File: src/verilog/dtr_pkg.sv
package dtr_pkg;
    localparam int CLK_HZ        = 40_000_000;
    localparam int CLK_NS        = 1_000_000_000 / CLK_HZ;
    localparam int EDGE_PULSE_NS = 50;
    localparam int UPD_PULSE_NS  = 225;
    localparam int FAST_HZ       = 10_000_000;
    localparam int SLOW_HZ       = 100_000;
    localparam logic [3:0] EDGE_PULSE_CYC = 4'((EDGE_PULSE_NS + CLK_NS - 1) / CLK_NS);
    localparam logic [3:0] UPD_PULSE_CYC  = 4'((UPD_PULSE_NS + CLK_NS - 1) / CLK_NS);
    localparam logic [9:0] FAST_DIV       = 10'(CLK_HZ / FAST_HZ);
    localparam logic [9:0] SLOW_DIV       = 10'(CLK_HZ / SLOW_HZ);

    localparam logic [7:0] OFS_CTRL   = 8'h00;
    localparam logic [7:0] OFS_INSEL  = 8'h04;
    localparam logic [7:0] OFS_OUTSEL = 8'h08;
    localparam logic [7:0] OFS_ADIV   = 8'h0C;
    localparam logic [7:0] OFS_SLEN   = 8'h10;
    localparam logic [7:0] OFS_SCNT   = 8'h14;
    localparam logic [7:0] OFS_DDIV   = 8'h18;
    localparam logic [7:0] OFS_CCFG   = 8'h1C;
    localparam logic [7:0] OFS_CLOAD  = 8'h20;
    localparam logic [7:0] OFS_CLATCH = 8'h24;
    localparam logic [7:0] OFS_STAT   = 8'h28;

    // control bits
    localparam int C_RUN = 0, C_EXTCONV = 1, C_CONVPOL = 2, C_GATEPOL = 3;
    localparam int C_ATBEXT = 4, C_ATBPOL = 5, C_DTRGPOL = 6, C_DUPDPOL = 7;
    localparam int C_DTBEXT = 8, C_DTBPOL = 9, C_DOUTPOL = 10, C_HOLDPOL = 11;
    localparam int C_DEXTUPD = 12, C_DEN = 13, C_ASTART = 14, C_DARM = 15;
    // input select fields, 3 bits each
    localparam int I_CONV = 0, I_GATE = 3, I_ATB = 6, I_DTRG = 9, I_DUPD = 12, I_DTB = 15;
    localparam logic [17:0] INSEL_RST  = 18'h03828;
    localparam logic [8:0]  OUTSEL_RST = 9'h1DD;
    localparam logic [15:0] CTRL_RST   = 16'h0001;
    localparam logic [7:0]  SLEN_RST   = 8'h01;
    // counter config, 8 bits per counter
    localparam int K_SRC = 0, K_CPOL = 2, K_GPOL = 3, K_MODE2 = 4;
    localparam logic [1:0] SRC_FAST = 2'h0, SRC_SLOW = 2'h1;

    typedef enum logic [2:0] {
        OS_SCAN_BEGIN = 3'h0, OS_SCAN_HOLD = 3'h1, OS_ACQ_DONE = 3'h2, OS_CONVERT = 3'h3,
        OS_DAC_TRIG = 3'h4, OS_DAC_UPD = 3'h5, OS_LOW = 3'h6
    } dtr_osel_t;

    typedef enum logic [2:0] {
        AS_OFF = 3'b001, AS_WAIT = 3'b010, AS_SCAN = 3'b100
    } dtr_adc_st_t;

    typedef enum logic [2:0] {
        DS_OFF = 3'b001, DS_ARMED = 3'b010, DS_RUN = 3'b100
    } dtr_dac_st_t;
endpackage

File: src/verilog/dtr_router.sv
`timescale 1ns/1ps
module dtr_router #(
    parameter int N_AUX_IN  = 6,
    parameter int N_AUX_OUT = 3
) (
    input  wire logic                 clk_i,
    input  wire logic                 rst_i,
    input  wire logic                 wb_cyc_i,
    input  wire logic                 wb_stb_i,
    input  wire logic                 wb_we_i,
    input  wire logic [7:0]           wb_adr_i,
    input  wire logic [3:0]           wb_sel_i,
    input  wire logic [31:0]          wb_dat_i,
    output logic      [31:0]          wb_dat_o,
    output logic                      wb_ack_o,
    input  wire logic [N_AUX_IN-1:0]  aux_input_pin_i,
    input  wire logic                 counter_one_clock_in_i,
    input  wire logic                 counter_one_gate_in_i,
    input  wire logic                 counter_two_clock_in_i,
    input  wire logic                 counter_two_gate_in_i,
    output logic [N_AUX_OUT-1:0]      aux_output_pin_o,
    output logic                      adc_convert_o,
    output logic                      dac_update_o,
    output logic                      counter_one_output_o,
    output logic                      counter_two_output_o
);
    localparam int NS = N_AUX_IN + 4;

    typedef struct packed {
        logic                 ack;
        logic [31:0]          rdat;
        logic [15:0]          ctrl;
        logic [17:0]          insel;
        logic [8:0]           outsel;
        logic [23:0]          adiv;
        logic [7:0]           slen;
        logic [15:0]          scnt;
        logic [23:0]          ddiv;
        logic [15:0]          ccfg;
        logic [1:0][15:0]     cload;
        logic [NS-1:0]        s1;
        logic [NS-1:0]        s2;
        logic [NS-1:0]        s3;
        dtr_pkg::dtr_adc_st_t ast;
        dtr_pkg::dtr_dac_st_t dst;
        logic [23:0]          apace;
        logic [23:0]          dpace;
        logic [7:0]           chan;
        logic                 last;
        logic [15:0]          scans;
        logic [3:0]           sb_cnt;
        logic [3:0]           ad_cnt;
        logic [3:0]           dt_cnt;
        logic [3:0]           du_cnt;
        logic [3:0]           cv_cnt;
        logic                 conv;
        logic                 upd;
        logic [9:0]           fdiv;
        logic [9:0]           sdiv;
        logic [1:0][15:0]     cnt;
        logic [1:0][15:0]     clatch;
        logic [1:0]           cout;
        logic [N_AUX_OUT-1:0] aout;
    } dtr_state_t;

    dtr_state_t q, d;

    // pick one synchronised aux input by a 3-bit field, apply polarity
    function automatic logic pick(input logic [NS-1:0] s, input logic [2:0] idx,
                                  input logic inv);
        // unused indices read inactive whatever the polarity, so a stray gate cannot block
        pick = (32'(idx) < N_AUX_IN) ? (s[idx] ^ inv) : 1'b0;
    endfunction

    logic        req, wr;
    logic [31:0] rd, wm, wv;
    logic        conv_e, gate_a, atb_e, dtrg_e, dupd_e, dtb_e;
    logic        atick, dtick, areq, dreq, ftick, stick, ce, g, gp;

    always_comb begin
        d   = q;
        req = wb_cyc_i && wb_stb_i && !q.ack;
        wr  = req && wb_we_i;
        rd  = 32'h0000_0000;
        unique case (wb_adr_i)
            dtr_pkg::OFS_CTRL:   rd = {16'h0000, q.ctrl};
            dtr_pkg::OFS_INSEL:  rd = {14'h0000, q.insel};
            dtr_pkg::OFS_OUTSEL: rd = {23'h000000, q.outsel};
            dtr_pkg::OFS_ADIV:   rd = {8'h00, q.adiv};
            dtr_pkg::OFS_SLEN:   rd = {24'h000000, q.slen};
            dtr_pkg::OFS_SCNT:   rd = {16'h0000, q.scnt};
            dtr_pkg::OFS_DDIV:   rd = {8'h00, q.ddiv};
            dtr_pkg::OFS_CCFG:   rd = {16'h0000, q.ccfg};
            dtr_pkg::OFS_CLOAD:  rd = q.cload;
            dtr_pkg::OFS_CLATCH: rd = q.clatch;
            dtr_pkg::OFS_STAT:   rd = {20'h00000, q.cout, q.dst, q.ast, 1'b0, q.chan[0],
                                       q.last, q.ast == dtr_pkg::AS_SCAN};
            default:             rd = 32'h0000_0000;
        endcase
        wm = {{8{wb_sel_i[3]}}, {8{wb_sel_i[2]}}, {8{wb_sel_i[1]}}, {8{wb_sel_i[0]}}};
        wv = (rd & ~wm) | (wb_dat_i & wm);
        d.ack  = req;
        d.rdat = rd;
        if (wr) begin
            unique case (wb_adr_i)
                dtr_pkg::OFS_CTRL:   d.ctrl = wv[15:0];
                dtr_pkg::OFS_INSEL:  d.insel = wv[17:0];
                dtr_pkg::OFS_OUTSEL: d.outsel = wv[8:0];
                dtr_pkg::OFS_ADIV:   d.adiv = wv[23:0];
                dtr_pkg::OFS_SLEN:   d.slen = wv[7:0];
                dtr_pkg::OFS_SCNT:   d.scnt = wv[15:0];
                dtr_pkg::OFS_DDIV:   d.ddiv = wv[23:0];
                dtr_pkg::OFS_CCFG:   d.ccfg = wv[15:0];
                dtr_pkg::OFS_CLOAD:  d.cload = wv;
                default:             d.rdat = rd;
            endcase
        end
        // self-clearing command bits never stored
        d.ctrl[dtr_pkg::C_ASTART] = 1'b0;
        d.ctrl[dtr_pkg::C_DARM]   = 1'b0;

        // two-stage sync, third stage only for edges
        d.s1 = {counter_two_gate_in_i, counter_one_gate_in_i,
                counter_two_clock_in_i, counter_one_clock_in_i, aux_input_pin_i};
        d.s2 = q.s1;
        d.s3 = q.s2;
        // convert strobe pin, default input zero
        conv_e = pick(q.s2, q.insel[dtr_pkg::I_CONV +: 3], q.ctrl[dtr_pkg::C_CONVPOL])
               & ~pick(q.s3, q.insel[dtr_pkg::I_CONV +: 3], q.ctrl[dtr_pkg::C_CONVPOL]);
        gate_a = pick(q.s2, q.insel[dtr_pkg::I_GATE +: 3], q.ctrl[dtr_pkg::C_GATEPOL]);
        atb_e  = pick(q.s2, q.insel[dtr_pkg::I_ATB +: 3], q.ctrl[dtr_pkg::C_ATBPOL])
               & ~pick(q.s3, q.insel[dtr_pkg::I_ATB +: 3], q.ctrl[dtr_pkg::C_ATBPOL]);
        dtrg_e = pick(q.s2, q.insel[dtr_pkg::I_DTRG +: 3], q.ctrl[dtr_pkg::C_DTRGPOL])
               & ~pick(q.s3, q.insel[dtr_pkg::I_DTRG +: 3], q.ctrl[dtr_pkg::C_DTRGPOL]);
        dupd_e = pick(q.s2, q.insel[dtr_pkg::I_DUPD +: 3], q.ctrl[dtr_pkg::C_DUPDPOL])
               & ~pick(q.s3, q.insel[dtr_pkg::I_DUPD +: 3], q.ctrl[dtr_pkg::C_DUPDPOL]);
        dtb_e  = pick(q.s2, q.insel[dtr_pkg::I_DTB +: 3], q.ctrl[dtr_pkg::C_DTBPOL])
               & ~pick(q.s3, q.insel[dtr_pkg::I_DTB +: 3], q.ctrl[dtr_pkg::C_DTBPOL]);

        // pulse stretchers count down to zero
        d.sb_cnt = (q.sb_cnt != 4'h0) ? q.sb_cnt - 4'h1 : 4'h0;
        d.ad_cnt = (q.ad_cnt != 4'h0) ? q.ad_cnt - 4'h1 : 4'h0;
        d.dt_cnt = (q.dt_cnt != 4'h0) ? q.dt_cnt - 4'h1 : 4'h0;
        d.du_cnt = (q.du_cnt != 4'h0) ? q.du_cnt - 4'h1 : 4'h0;
        d.cv_cnt = (q.cv_cnt != 4'h0) ? q.cv_cnt - 4'h1 : 4'h0;
        d.conv   = 1'b0;
        d.upd    = 1'b0;

        // pacer tick from internal clock or external timebase edge
        atick = q.ctrl[dtr_pkg::C_ATBEXT] ? atb_e : 1'b1;
        areq  = 1'b0;
        if (q.ast == dtr_pkg::AS_OFF) begin
            d.apace = q.adiv;
        end else if (q.ctrl[dtr_pkg::C_EXTCONV]) begin
            // external strobe on the chosen edge
            areq = conv_e;
        end else if (atick) begin
            areq    = (q.apace == 24'h000000);
            d.apace = areq ? q.adiv : q.apace - 24'h000001;
        end

        unique case (q.ast)
            dtr_pkg::AS_OFF: begin
                if (wr && wb_adr_i == dtr_pkg::OFS_CTRL && wv[dtr_pkg::C_ASTART]) begin
                    d.ast   = dtr_pkg::AS_WAIT;
                    d.scans = q.scnt;
                end
            end
            dtr_pkg::AS_WAIT: begin
                // gate blocks only the start of a scan
                if (areq && q.ctrl[dtr_pkg::C_RUN] && !gate_a) begin
                    d.ast    = dtr_pkg::AS_SCAN;
                    d.sb_cnt = dtr_pkg::EDGE_PULSE_CYC;
                    d.conv   = 1'b1;
                    d.cv_cnt = dtr_pkg::EDGE_PULSE_CYC;
                    d.chan   = q.slen - 8'h01;
                    d.last   = (q.slen <= 8'h01);
                end
            end
            dtr_pkg::AS_SCAN: begin
                if (q.last) begin
                    // hold drops one cycle after the last convert began
                    d.last = 1'b0;
                    d.ast  = dtr_pkg::AS_WAIT;
                    if (q.scans != 16'h0000) begin
                        d.scans = q.scans - 16'h0001;
                        if (q.scans == 16'h0001) begin
                            d.ast    = dtr_pkg::AS_OFF;
                            d.ad_cnt = dtr_pkg::EDGE_PULSE_CYC;
                        end
                    end
                end else if (areq) begin
                    d.conv   = 1'b1;
                    d.cv_cnt = dtr_pkg::EDGE_PULSE_CYC;
                    d.chan   = q.chan - 8'h01;
                    d.last   = (q.chan == 8'h01);
                end
            end
            default: d.ast = dtr_pkg::AS_OFF;
        endcase

        dtick = q.ctrl[dtr_pkg::C_DTBEXT] ? dtb_e : 1'b1;
        dreq  = 1'b0;
        if (q.dst != dtr_pkg::DS_RUN) begin
            d.dpace = q.ddiv;
        end else if (q.ctrl[dtr_pkg::C_DEXTUPD]) begin
            dreq = dupd_e;
        end else if (dtick) begin
            dreq    = (q.dpace == 24'h000000);
            d.dpace = dreq ? q.ddiv : q.dpace - 24'h000001;
        end
        unique case (q.dst)
            dtr_pkg::DS_OFF: begin
                if (wr && wb_adr_i == dtr_pkg::OFS_CTRL && wv[dtr_pkg::C_DARM]) begin
                    d.dst = dtr_pkg::DS_ARMED;
                end
            end
            dtr_pkg::DS_ARMED: begin
                // updates held off until trigger edge
                if (dtrg_e) begin
                    d.dst    = dtr_pkg::DS_RUN;
                    d.dt_cnt = dtr_pkg::EDGE_PULSE_CYC;
                end
            end
            dtr_pkg::DS_RUN: begin
                if (dreq) begin
                    d.upd    = 1'b1;
                    d.du_cnt = dtr_pkg::UPD_PULSE_CYC;
                end
            end
            default: d.dst = dtr_pkg::DS_OFF;
        endcase
        // new enable value, so enable and arm may share one write
        if (!d.ctrl[dtr_pkg::C_DEN]) begin
            d.dst = dtr_pkg::DS_OFF;
        end

        // on-board counter clock enables
        ftick  = (q.fdiv == dtr_pkg::FAST_DIV - 10'h001);
        stick  = (q.sdiv == dtr_pkg::SLOW_DIV - 10'h001);
        d.fdiv = ftick ? 10'h000 : q.fdiv + 10'h001;
        d.sdiv = stick ? 10'h000 : q.sdiv + 10'h001;
        ce = 1'b0;
        g  = 1'b0;
        gp = 1'b0;
        for (int i = 0; i < 2; i++) begin
            unique case (q.ccfg[8*i + dtr_pkg::K_SRC +: 2])
                dtr_pkg::SRC_FAST: ce = ftick;
                dtr_pkg::SRC_SLOW: ce = stick;
                default: ce = (q.s2[N_AUX_IN + i] ^ q.ccfg[8*i + dtr_pkg::K_CPOL])
                            & ~(q.s3[N_AUX_IN + i] ^ q.ccfg[8*i + dtr_pkg::K_CPOL]);
            endcase
            // gate polarity, count enable and latch
            g  = q.s2[N_AUX_IN + 2 + i] ^ q.ccfg[8*i + dtr_pkg::K_GPOL];
            gp = q.s3[N_AUX_IN + 2 + i] ^ q.ccfg[8*i + dtr_pkg::K_GPOL];
            if (g && !gp) begin
                d.clatch[i] = q.cnt[i];
            end
            // mode 0 terminal count, mode 2 rate generator
            if (wr && wb_adr_i == dtr_pkg::OFS_CLOAD && wb_sel_i[2*i]) begin
                d.cnt[i]  = wv[16*i +: 16];
                d.cout[i] = q.ccfg[8*i + dtr_pkg::K_MODE2];
            end else if (q.ccfg[8*i + dtr_pkg::K_MODE2]) begin
                if (!g) begin
                    d.cout[i] = 1'b1;
                end
                if (g && !gp) begin
                    d.cnt[i] = q.cload[i];
                end else if (g && ce) begin
                    if (q.cnt[i] <= 16'h0001) begin
                        d.cnt[i]  = q.cload[i];
                        d.cout[i] = 1'b1;
                    end else begin
                        d.cnt[i]  = q.cnt[i] - 16'h0001;
                        d.cout[i] = (q.cnt[i] != 16'h0002);
                    end
                end
            end else if (g && ce && q.cnt[i] != 16'h0000) begin
                d.cnt[i] = q.cnt[i] - 16'h0001;
                if (q.cnt[i] == 16'h0001) begin
                    d.cout[i] = 1'b1;
                end
            end
        end

        // each aux output shows one chosen signal
        for (int k = 0; k < N_AUX_OUT; k++) begin
            unique case (q.outsel[3*k +: 3])
                dtr_pkg::OS_SCAN_BEGIN: d.aout[k] = (d.sb_cnt != 4'h0);
                dtr_pkg::OS_SCAN_HOLD:  d.aout[k] = (d.ast == dtr_pkg::AS_SCAN)
                                                  ^ q.ctrl[dtr_pkg::C_HOLDPOL];
                dtr_pkg::OS_ACQ_DONE:   d.aout[k] = (d.ad_cnt != 4'h0);
                dtr_pkg::OS_CONVERT:    d.aout[k] = (d.cv_cnt != 4'h0);
                dtr_pkg::OS_DAC_TRIG:   d.aout[k] = (d.dt_cnt != 4'h0);
                dtr_pkg::OS_DAC_UPD:    d.aout[k] = (d.du_cnt != 4'h0)
                                                  ^ q.ctrl[dtr_pkg::C_DOUTPOL];
                default:                d.aout[k] = 1'b0;
            endcase
        end
    end

    always_ff @(posedge clk_i) begin
        if (rst_i) begin
            q        <= '0;
            q.ctrl   <= dtr_pkg::CTRL_RST;
            q.insel  <= dtr_pkg::INSEL_RST;
            q.outsel <= dtr_pkg::OUTSEL_RST;
            q.slen   <= dtr_pkg::SLEN_RST;
            q.ast    <= dtr_pkg::AS_OFF;
            q.dst    <= dtr_pkg::DS_OFF;
        end else begin
            q <= d;
        end
    end

    assign wb_dat_o             = q.rdat;
    assign wb_ack_o             = q.ack;
    assign aux_output_pin_o     = q.aout;
    assign adc_convert_o        = q.conv;
    assign dac_update_o         = q.upd;
    assign counter_one_output_o = q.cout[0];
    assign counter_two_output_o = q.cout[1];
endmodule

File: config.mk
export PLATFORM = sky130hd
export DESIGN_NAME = dtr_router
export DESIGN_NICKNAME = d
export VERILOG_FILES = /design/src/verilog/dtr_pkg.sv /design/src/verilog/dtr_router.sv
export SDC_FILE = /design/constraint.sdc
export NUM_CORES = 1
export LEC_CHECK = 0
export BUFFER_PORTS_ARGS = -buffer_cell sky130_fd_sc_hd__buf_2
export CORE_MARGIN = 1.5
export CORE_UTILIZATION = 55
export CTS_BUF_LIST = sky130_fd_sc_hd__clkbuf_4 sky130_fd_sc_hd__clkbuf_8
export DETAILED_ROUTE_END_ITERATION = 6
export GPL_ROUTABILITY_DRIVEN = 1
export PLACE_DENSITY = 0.74
export SYNTH_ARGS = -nofsm -noshare
export SYNTH_HDL_FRONTEND = slang
export SYNTH_SLANG_ARGS = --single-unit
File: constraint.sdc
create_clock -name clk_i -period 3 [get_ports clk_i]
set_input_delay 0.6 -clock clk_i [delete_from_list [all_inputs] [get_ports clk_i]]
set_output_delay 0.6 -clock clk_i [all_outputs]
set_load 0.02 [all_outputs]
---- After elaboration in Yosys (flattened, before gate mapping) ----
Index checks and enable logic that the tools add are counted.
word-level totals
  flip-flop bits (word level) ............. 414
  bits in latches ......................... 0
  bits in writable memories ............... 0
  memory bits (read-only) ................. 0
  output and inout port bits .............. 40
  word-level logic and storage cells ...... 368
  memories kept ........................... 0
operators by class
  $add $sub $neg .......................... 14
  multiply operators ...................... 0
  div/mod/pow operators ................... 0
  order comparisons ....................... 15
  equality and inequality tests ........... 55
  shift operators ......................... 0
  muxes and demuxes ....................... 131
  bitwise logic cells ..................... 41
  reduce and logical (&&, ||, !) cells .... 73
operators with widths
  operator               number
  $pmux 32 s11           1
  $mux 16                17
  $mux 24                10
  $mux 161               1
  $and 32x32->32         2
  $mux 4                 15
  $eq 16x1->1 const B    3
  $logic_not 24->1       2
  $mux 1                 48
  $reduce_bool 16->1     3
  $sub 16x1->16 const B  3
  $sub 24x1->24 const B  2
  $reduce_bool 4->1      10
  $bmux 1 s3             11
  $eq 8x5->1 const B     4
  $le 16x1->1 const B    2
  $mux 32                1
  $ne 16x2->1 const B    2
  $not 32->32            1
  $or 32x32->32          1
  $pmux 16 s2            1
  $reduce_and 2->1       16
  $lt 3x5->1 const B     6
  $eq 3x3->1 const B     9
  other kinds (43)       158

---- Depth between registers and ports, before layout ----
  depth after elaboration ................. 17
  mapped depth ............................ 11
  mapped depth without buffers ............ 9

---- Worst setup path before layout ----
Ideal clock, no wire load.
  kind .................................... input to register
  start point ............................. in wb_adr_i[4]
  end point ............................... reg q[227] (netlist bit)
  setup time .............................. 0.128 ns
  arrival time ............................ 2.509 ns
  data required time ...................... 2.872 ns
  path slack .............................. 0.364 ns
  cell stages on the path ................. 10
  path through ............................ buf_4 -> or4b_1 -> buf_2 -> nor2_4 -> buf_2 -> buf_2 -> nand2_1 -> buf_2 -> a21oi_1 -> nor2_1
on the way
  word-level cells in the longest chain between the ends .. 4
ends and longest elaborated chain
  element                                   line               source
  from (decl)                               dtr_router.sv:11   input wire logic [7:0] wb_adr_i,
  $eq 8x6->1, or another cell as far along  dtr_router.sv:85   unique case (wb_adr_i)
  $pmux 32 s11                              dtr_router.sv:85
  $and 32x32->32                            dtr_router.sv:101  wv = (rd & ~wm) | (wb_dat_i & wm);
  $or 32x32->32                             dtr_router.sv:101
  to (decl)                                 dtr_router.sv:66   dtr_state_t q, d;
Several ways; a longest one is shown, not always the timed one.
A chain may end at the register's enable or synchronous reset.

---- Worst setup path after layout ----
  start point ............................. in wb_adr_i[2]
  end point ............................... reg q[315] (netlist bit)
on the way
  word-level cells in the longest chain between the ends .. 4
ends and longest elaborated chain
  element                                   line
  $eq 8x6->1, or another cell as far along  dtr_router.sv:85
  $pmux 32 s11                              dtr_router.sv:85
  $and 32x32->32                            dtr_router.sv:101
  $or 32x32->32                             dtr_router.sv:101
Several ways; a longest one is shown, not always the timed one.

==> flow_summary.ini <==
[drt]
drc = 5
dr_wl_met2_um = 35000
num_vias = 22100
post_drt_wl_per_cell_um = 23.0
met1_length_um = 32800
dr.pass1.iters = 7
dr_wl_met3_um = 8050
ant_nets = 0
via_per_inst = 6.34
highest-signal-layer = met4
first_iter_violations = 2359
wl_um = 80100

[final_layout]
nFillCells = 3367
area_growth_pct = 17.2
drive_gt1_share_pct = 17.7
num-nets-final = 2991

[yosys]
synth-seq-cells = 414
syn_nets = 2829
ys.flop_type = dfxtp_1
synth_top_family_by_area = simple AND/OR/NAND/NOR gates
synthMuxAreaShare_pct = 4.93
syn-cell-area_um2 = 21500
async_flop_share_pct = 0
netlist_instances = 2753
synth_simple_gate_area_share_pct = 26.3
yosys_warnings = 0
ys_seq_area_share_pct = 38.6
ys_types = 101
synthAdderAreaFrac_pct = 0.990
synth.avg_cell_area_um2 = 7.80
synth_compound_area_share_pct = 22.2
synth_edf_count = 0
synth-xor-area-share_pct = 1.14

[setup_path]
worstPathArrival_ns = 3.45
path_cells = buf_2 -> nor4b_2 -> buf_4 -> buf_4 -> a222oi_1 -> nor2_1 -> o41ai_2 -> nor2_1 -> a21oi_1 -> nor2_1
critPathSlowestCell = o41ai_2
cp-start-kind = primary input
end_kind = flop
cp_data_required_time_ns = 3.52
cp_slowest_stage_delay_ns = 1.19
path_max_fanout = 9
critical_path_class = in -> reg
crit_top_cell = nor2_1

[place]
dp_hpwl_um = 58400
port_buffers = 98
place_congestion = 0.998

[clocking]
postCtsHoldBufs = 0
numClockSinks = 414
h-tree-depth = 3
clockBufferDepth = 3
cts_made_buffers = 72
clockRootBuffer = clkbuf_8
cts_setup_buffers = 0
cts_tree = done
clkTransAtPathRegs_ns = 0.07
cts-resized-gates = 0
clk_latency_ns = 0.64

[timing]
drv_slew = 0
rsz0062_at_grt = false
max_freq_mhz = 340
fin_tns_setup_ns = 0
hold_violations = 0
clock_skew_ns = 0.0305
whs_ns = 0.171
min_period_ns = 2.94
worst_pin_slew_ns = 1.40
setup_viol = 0
fin_crit_sh_pct = 97.9
relSlewSlack_pct = 5.82

[power_and_ir_drop]
p_int_mw = 9.17
pwr-share-comb_pct = 4.9
p_leak_nw = 9.69
seqPwrFrac_pct = 46.0
total_power_mw = 12.1
swShare_pct = 24.0
ir_worst_vdd_mv = 0.424
switchingPower_mw = 2.89
power_density_nw_per_um2 = 479
clock_power_share_pct = 49.1

[floorplanning]
core_area_um2 = 38600
die_x_um = 201
ioPinCount = 99
start_util_pct = 55.7
design.die.area_um2 = 40300
fp-row-count = 72
chipHeight_um = 201

[global_route]
grt_max_degree = 78
grt_overflow_total = 0
grt_pass1_wl_um = 122000
grt_pass1_vias = 20400
antenna_found_initial = 0
grt_usage_pct = 38.9

[status]
violations = design-rule violations
status = finished, violations left

[run]
maxCapViolCount = 0

[worst_hold_path]
hp-class = in -> reg
[placed cells by master, fill, tap and decap left out, types with 11 or more instances in the layout]
| master | count |
|---|---|
| a221oi_1 | 12 |
| buf_2 | 97 |
| mux2i_1 | 59 |
| nand2b_1 | 15 |
| and2_1 | 24 |
| o31ai_1 | 24 |
| clkbuf_8 | 92 |
| nor2_1 | 236 |
| nand4_1 | 25 |
| nand3b_1 | 13 |
| a211oi_1 | 34 |
| or3_1 | 14 |
| nand3_1 | 88 |
| ha_1 | 17 |
| a21oi_1 | 281 |
| a22oi_1 | 44 |
| nand2_1 | 494 |
| nor4_1 | 28 |
| dfxtp_1 | 414 |
| o211ai_1 | 17 |
| clkbuf_4 | 18 |
| a31oi_1 | 32 |
| buf_12 | 26 |
| nor2b_1 | 49 |
| nor3b_1 | 21 |
| a222oi_1 | 11 |
| xnor2_1 | 14 |
| and3_1 | 19 |
| mux2_2 | 18 |
| nor3_1 | 64 |
| o21ai_0 | 135 |
| xor2_1 | 14 |
| inv_1 | 73 |
| a21o_1 | 12 |
| a22o_1 | 18 |
| buf_4 | 169 |
[final timing paths]
kind	end	startpoint	depth (start not counted)	slack, ns
min	d[204]	aux_input_pin_i[4]	2	0.17
max reg2reg	q[315]	q[356]	7	0.20
min reg2reg	d[190]	d[200]	1	0.44
max	q[315]	wb_adr_i[2]	10	0.06
[Yosys cell counts (all sizes together) (19+ instances only)]
library cell / count / area [µm²]
nand2: 495 / 1860
dfxtp: 414 / 8290
a21oi: 289 / 1480
nor2: 242 / 928
o21ai: 146 / 734
clkbuf: 126 / 473
nand3: 88 / 440
buf: 79 / 500
inv: 73 / 274
nor3: 69 / 367
mux2i: 62 / 632
nor2b: 49 / 307
a22oi: 45 / 343
a211oi: 37 / 293
nor4: 36 / 287
a31oi: 35 / 240
and2: 27 / 169
nand4: 25 / 156
o31ai: 25 / 201
nor3b: 22 / 165
and3: 19 / 119
[metrics by stage]
step / util (%) / setup slack [ns] / instance area (µm²) / std cells
after detailed placement: 61.0 / -0.503 / 23500 / 3359
after floorplan: - / 0.364 / 21500 / 2753
after global routing: 65.3 / 0.00611 / 25200 / 3490
after CTS: 65.2 / 0.135 / 25200 / 3490
after global placement: 61.0 / -0.439 / 23500 / 3359
final: 65.3 / 0.0630 / 25200 / 3491
[power groups by stage]
stage | Clock (mW) | Combinational [mW] | Sequential (mW)
detailed placement | 0 | 0.571 | 5.67
global placement | 0 | 0.565 | 5.67
finish | 5.92 | 0.592 | 5.55
floorplan | 0 | 0.285 | 5.66
global route | 6.24 | 0.613 | 5.55
CTS | 5.98 | 0.573 | 5.55
[per-layer routing]
layer | up-vias | track usage [%]
li1 | 10100 | -
met1 | 10500 | 52.5
met2 | 1212 | 59.0
met3 | 251 | 7.13
met4 | 0 | 21.2
met5 | - | 0
[flip-flops by register name (all words and copies together) (netlist names)]
register and cells:
aux_output_pin_o 3, counter_one_output_o 1, counter_two_output_o 1, d 20
adc_convert_o 1, dac_update_o 1, wb_dat_o 32, wb_ack_o 1
q 354
[cell families (layout without fill, tap and decap cells)]
family / Yosys count / after routing
fa+ha+maj: 17 / 17
simple gates: 1177 / 1177
mux: 90 / 90
other cells: 0 / 1
compound gates: 748 / 748
buf+inv: 279 / 498
flops: 414 / 414
xor+xnor: 28 / 28
[area by class of cell]
class	count	area, µm²	area share, %
Inverter	74	278	1.10
Tap cell	518	648	2.57
Sequential cell	414	8290	32.9
Multi-Input combinational cell	2060	12000	47.7
Antenna cell	1	2.50	0.00994
Clock buffer	110	1400	5.57
Clock inverter	21	251	0.999
Timing Repair Buffer	293	2290	9.09
[worst max-delay path, delay by kind of cell]
kind	cells	cell delay, ns
AO/OA/AOI/OAI	3	1.85
AND/OR/NAND/NOR	4	0.51
buffers and inverters	3	0.49
No activity file was read; power rests on OpenSTA's default activity.
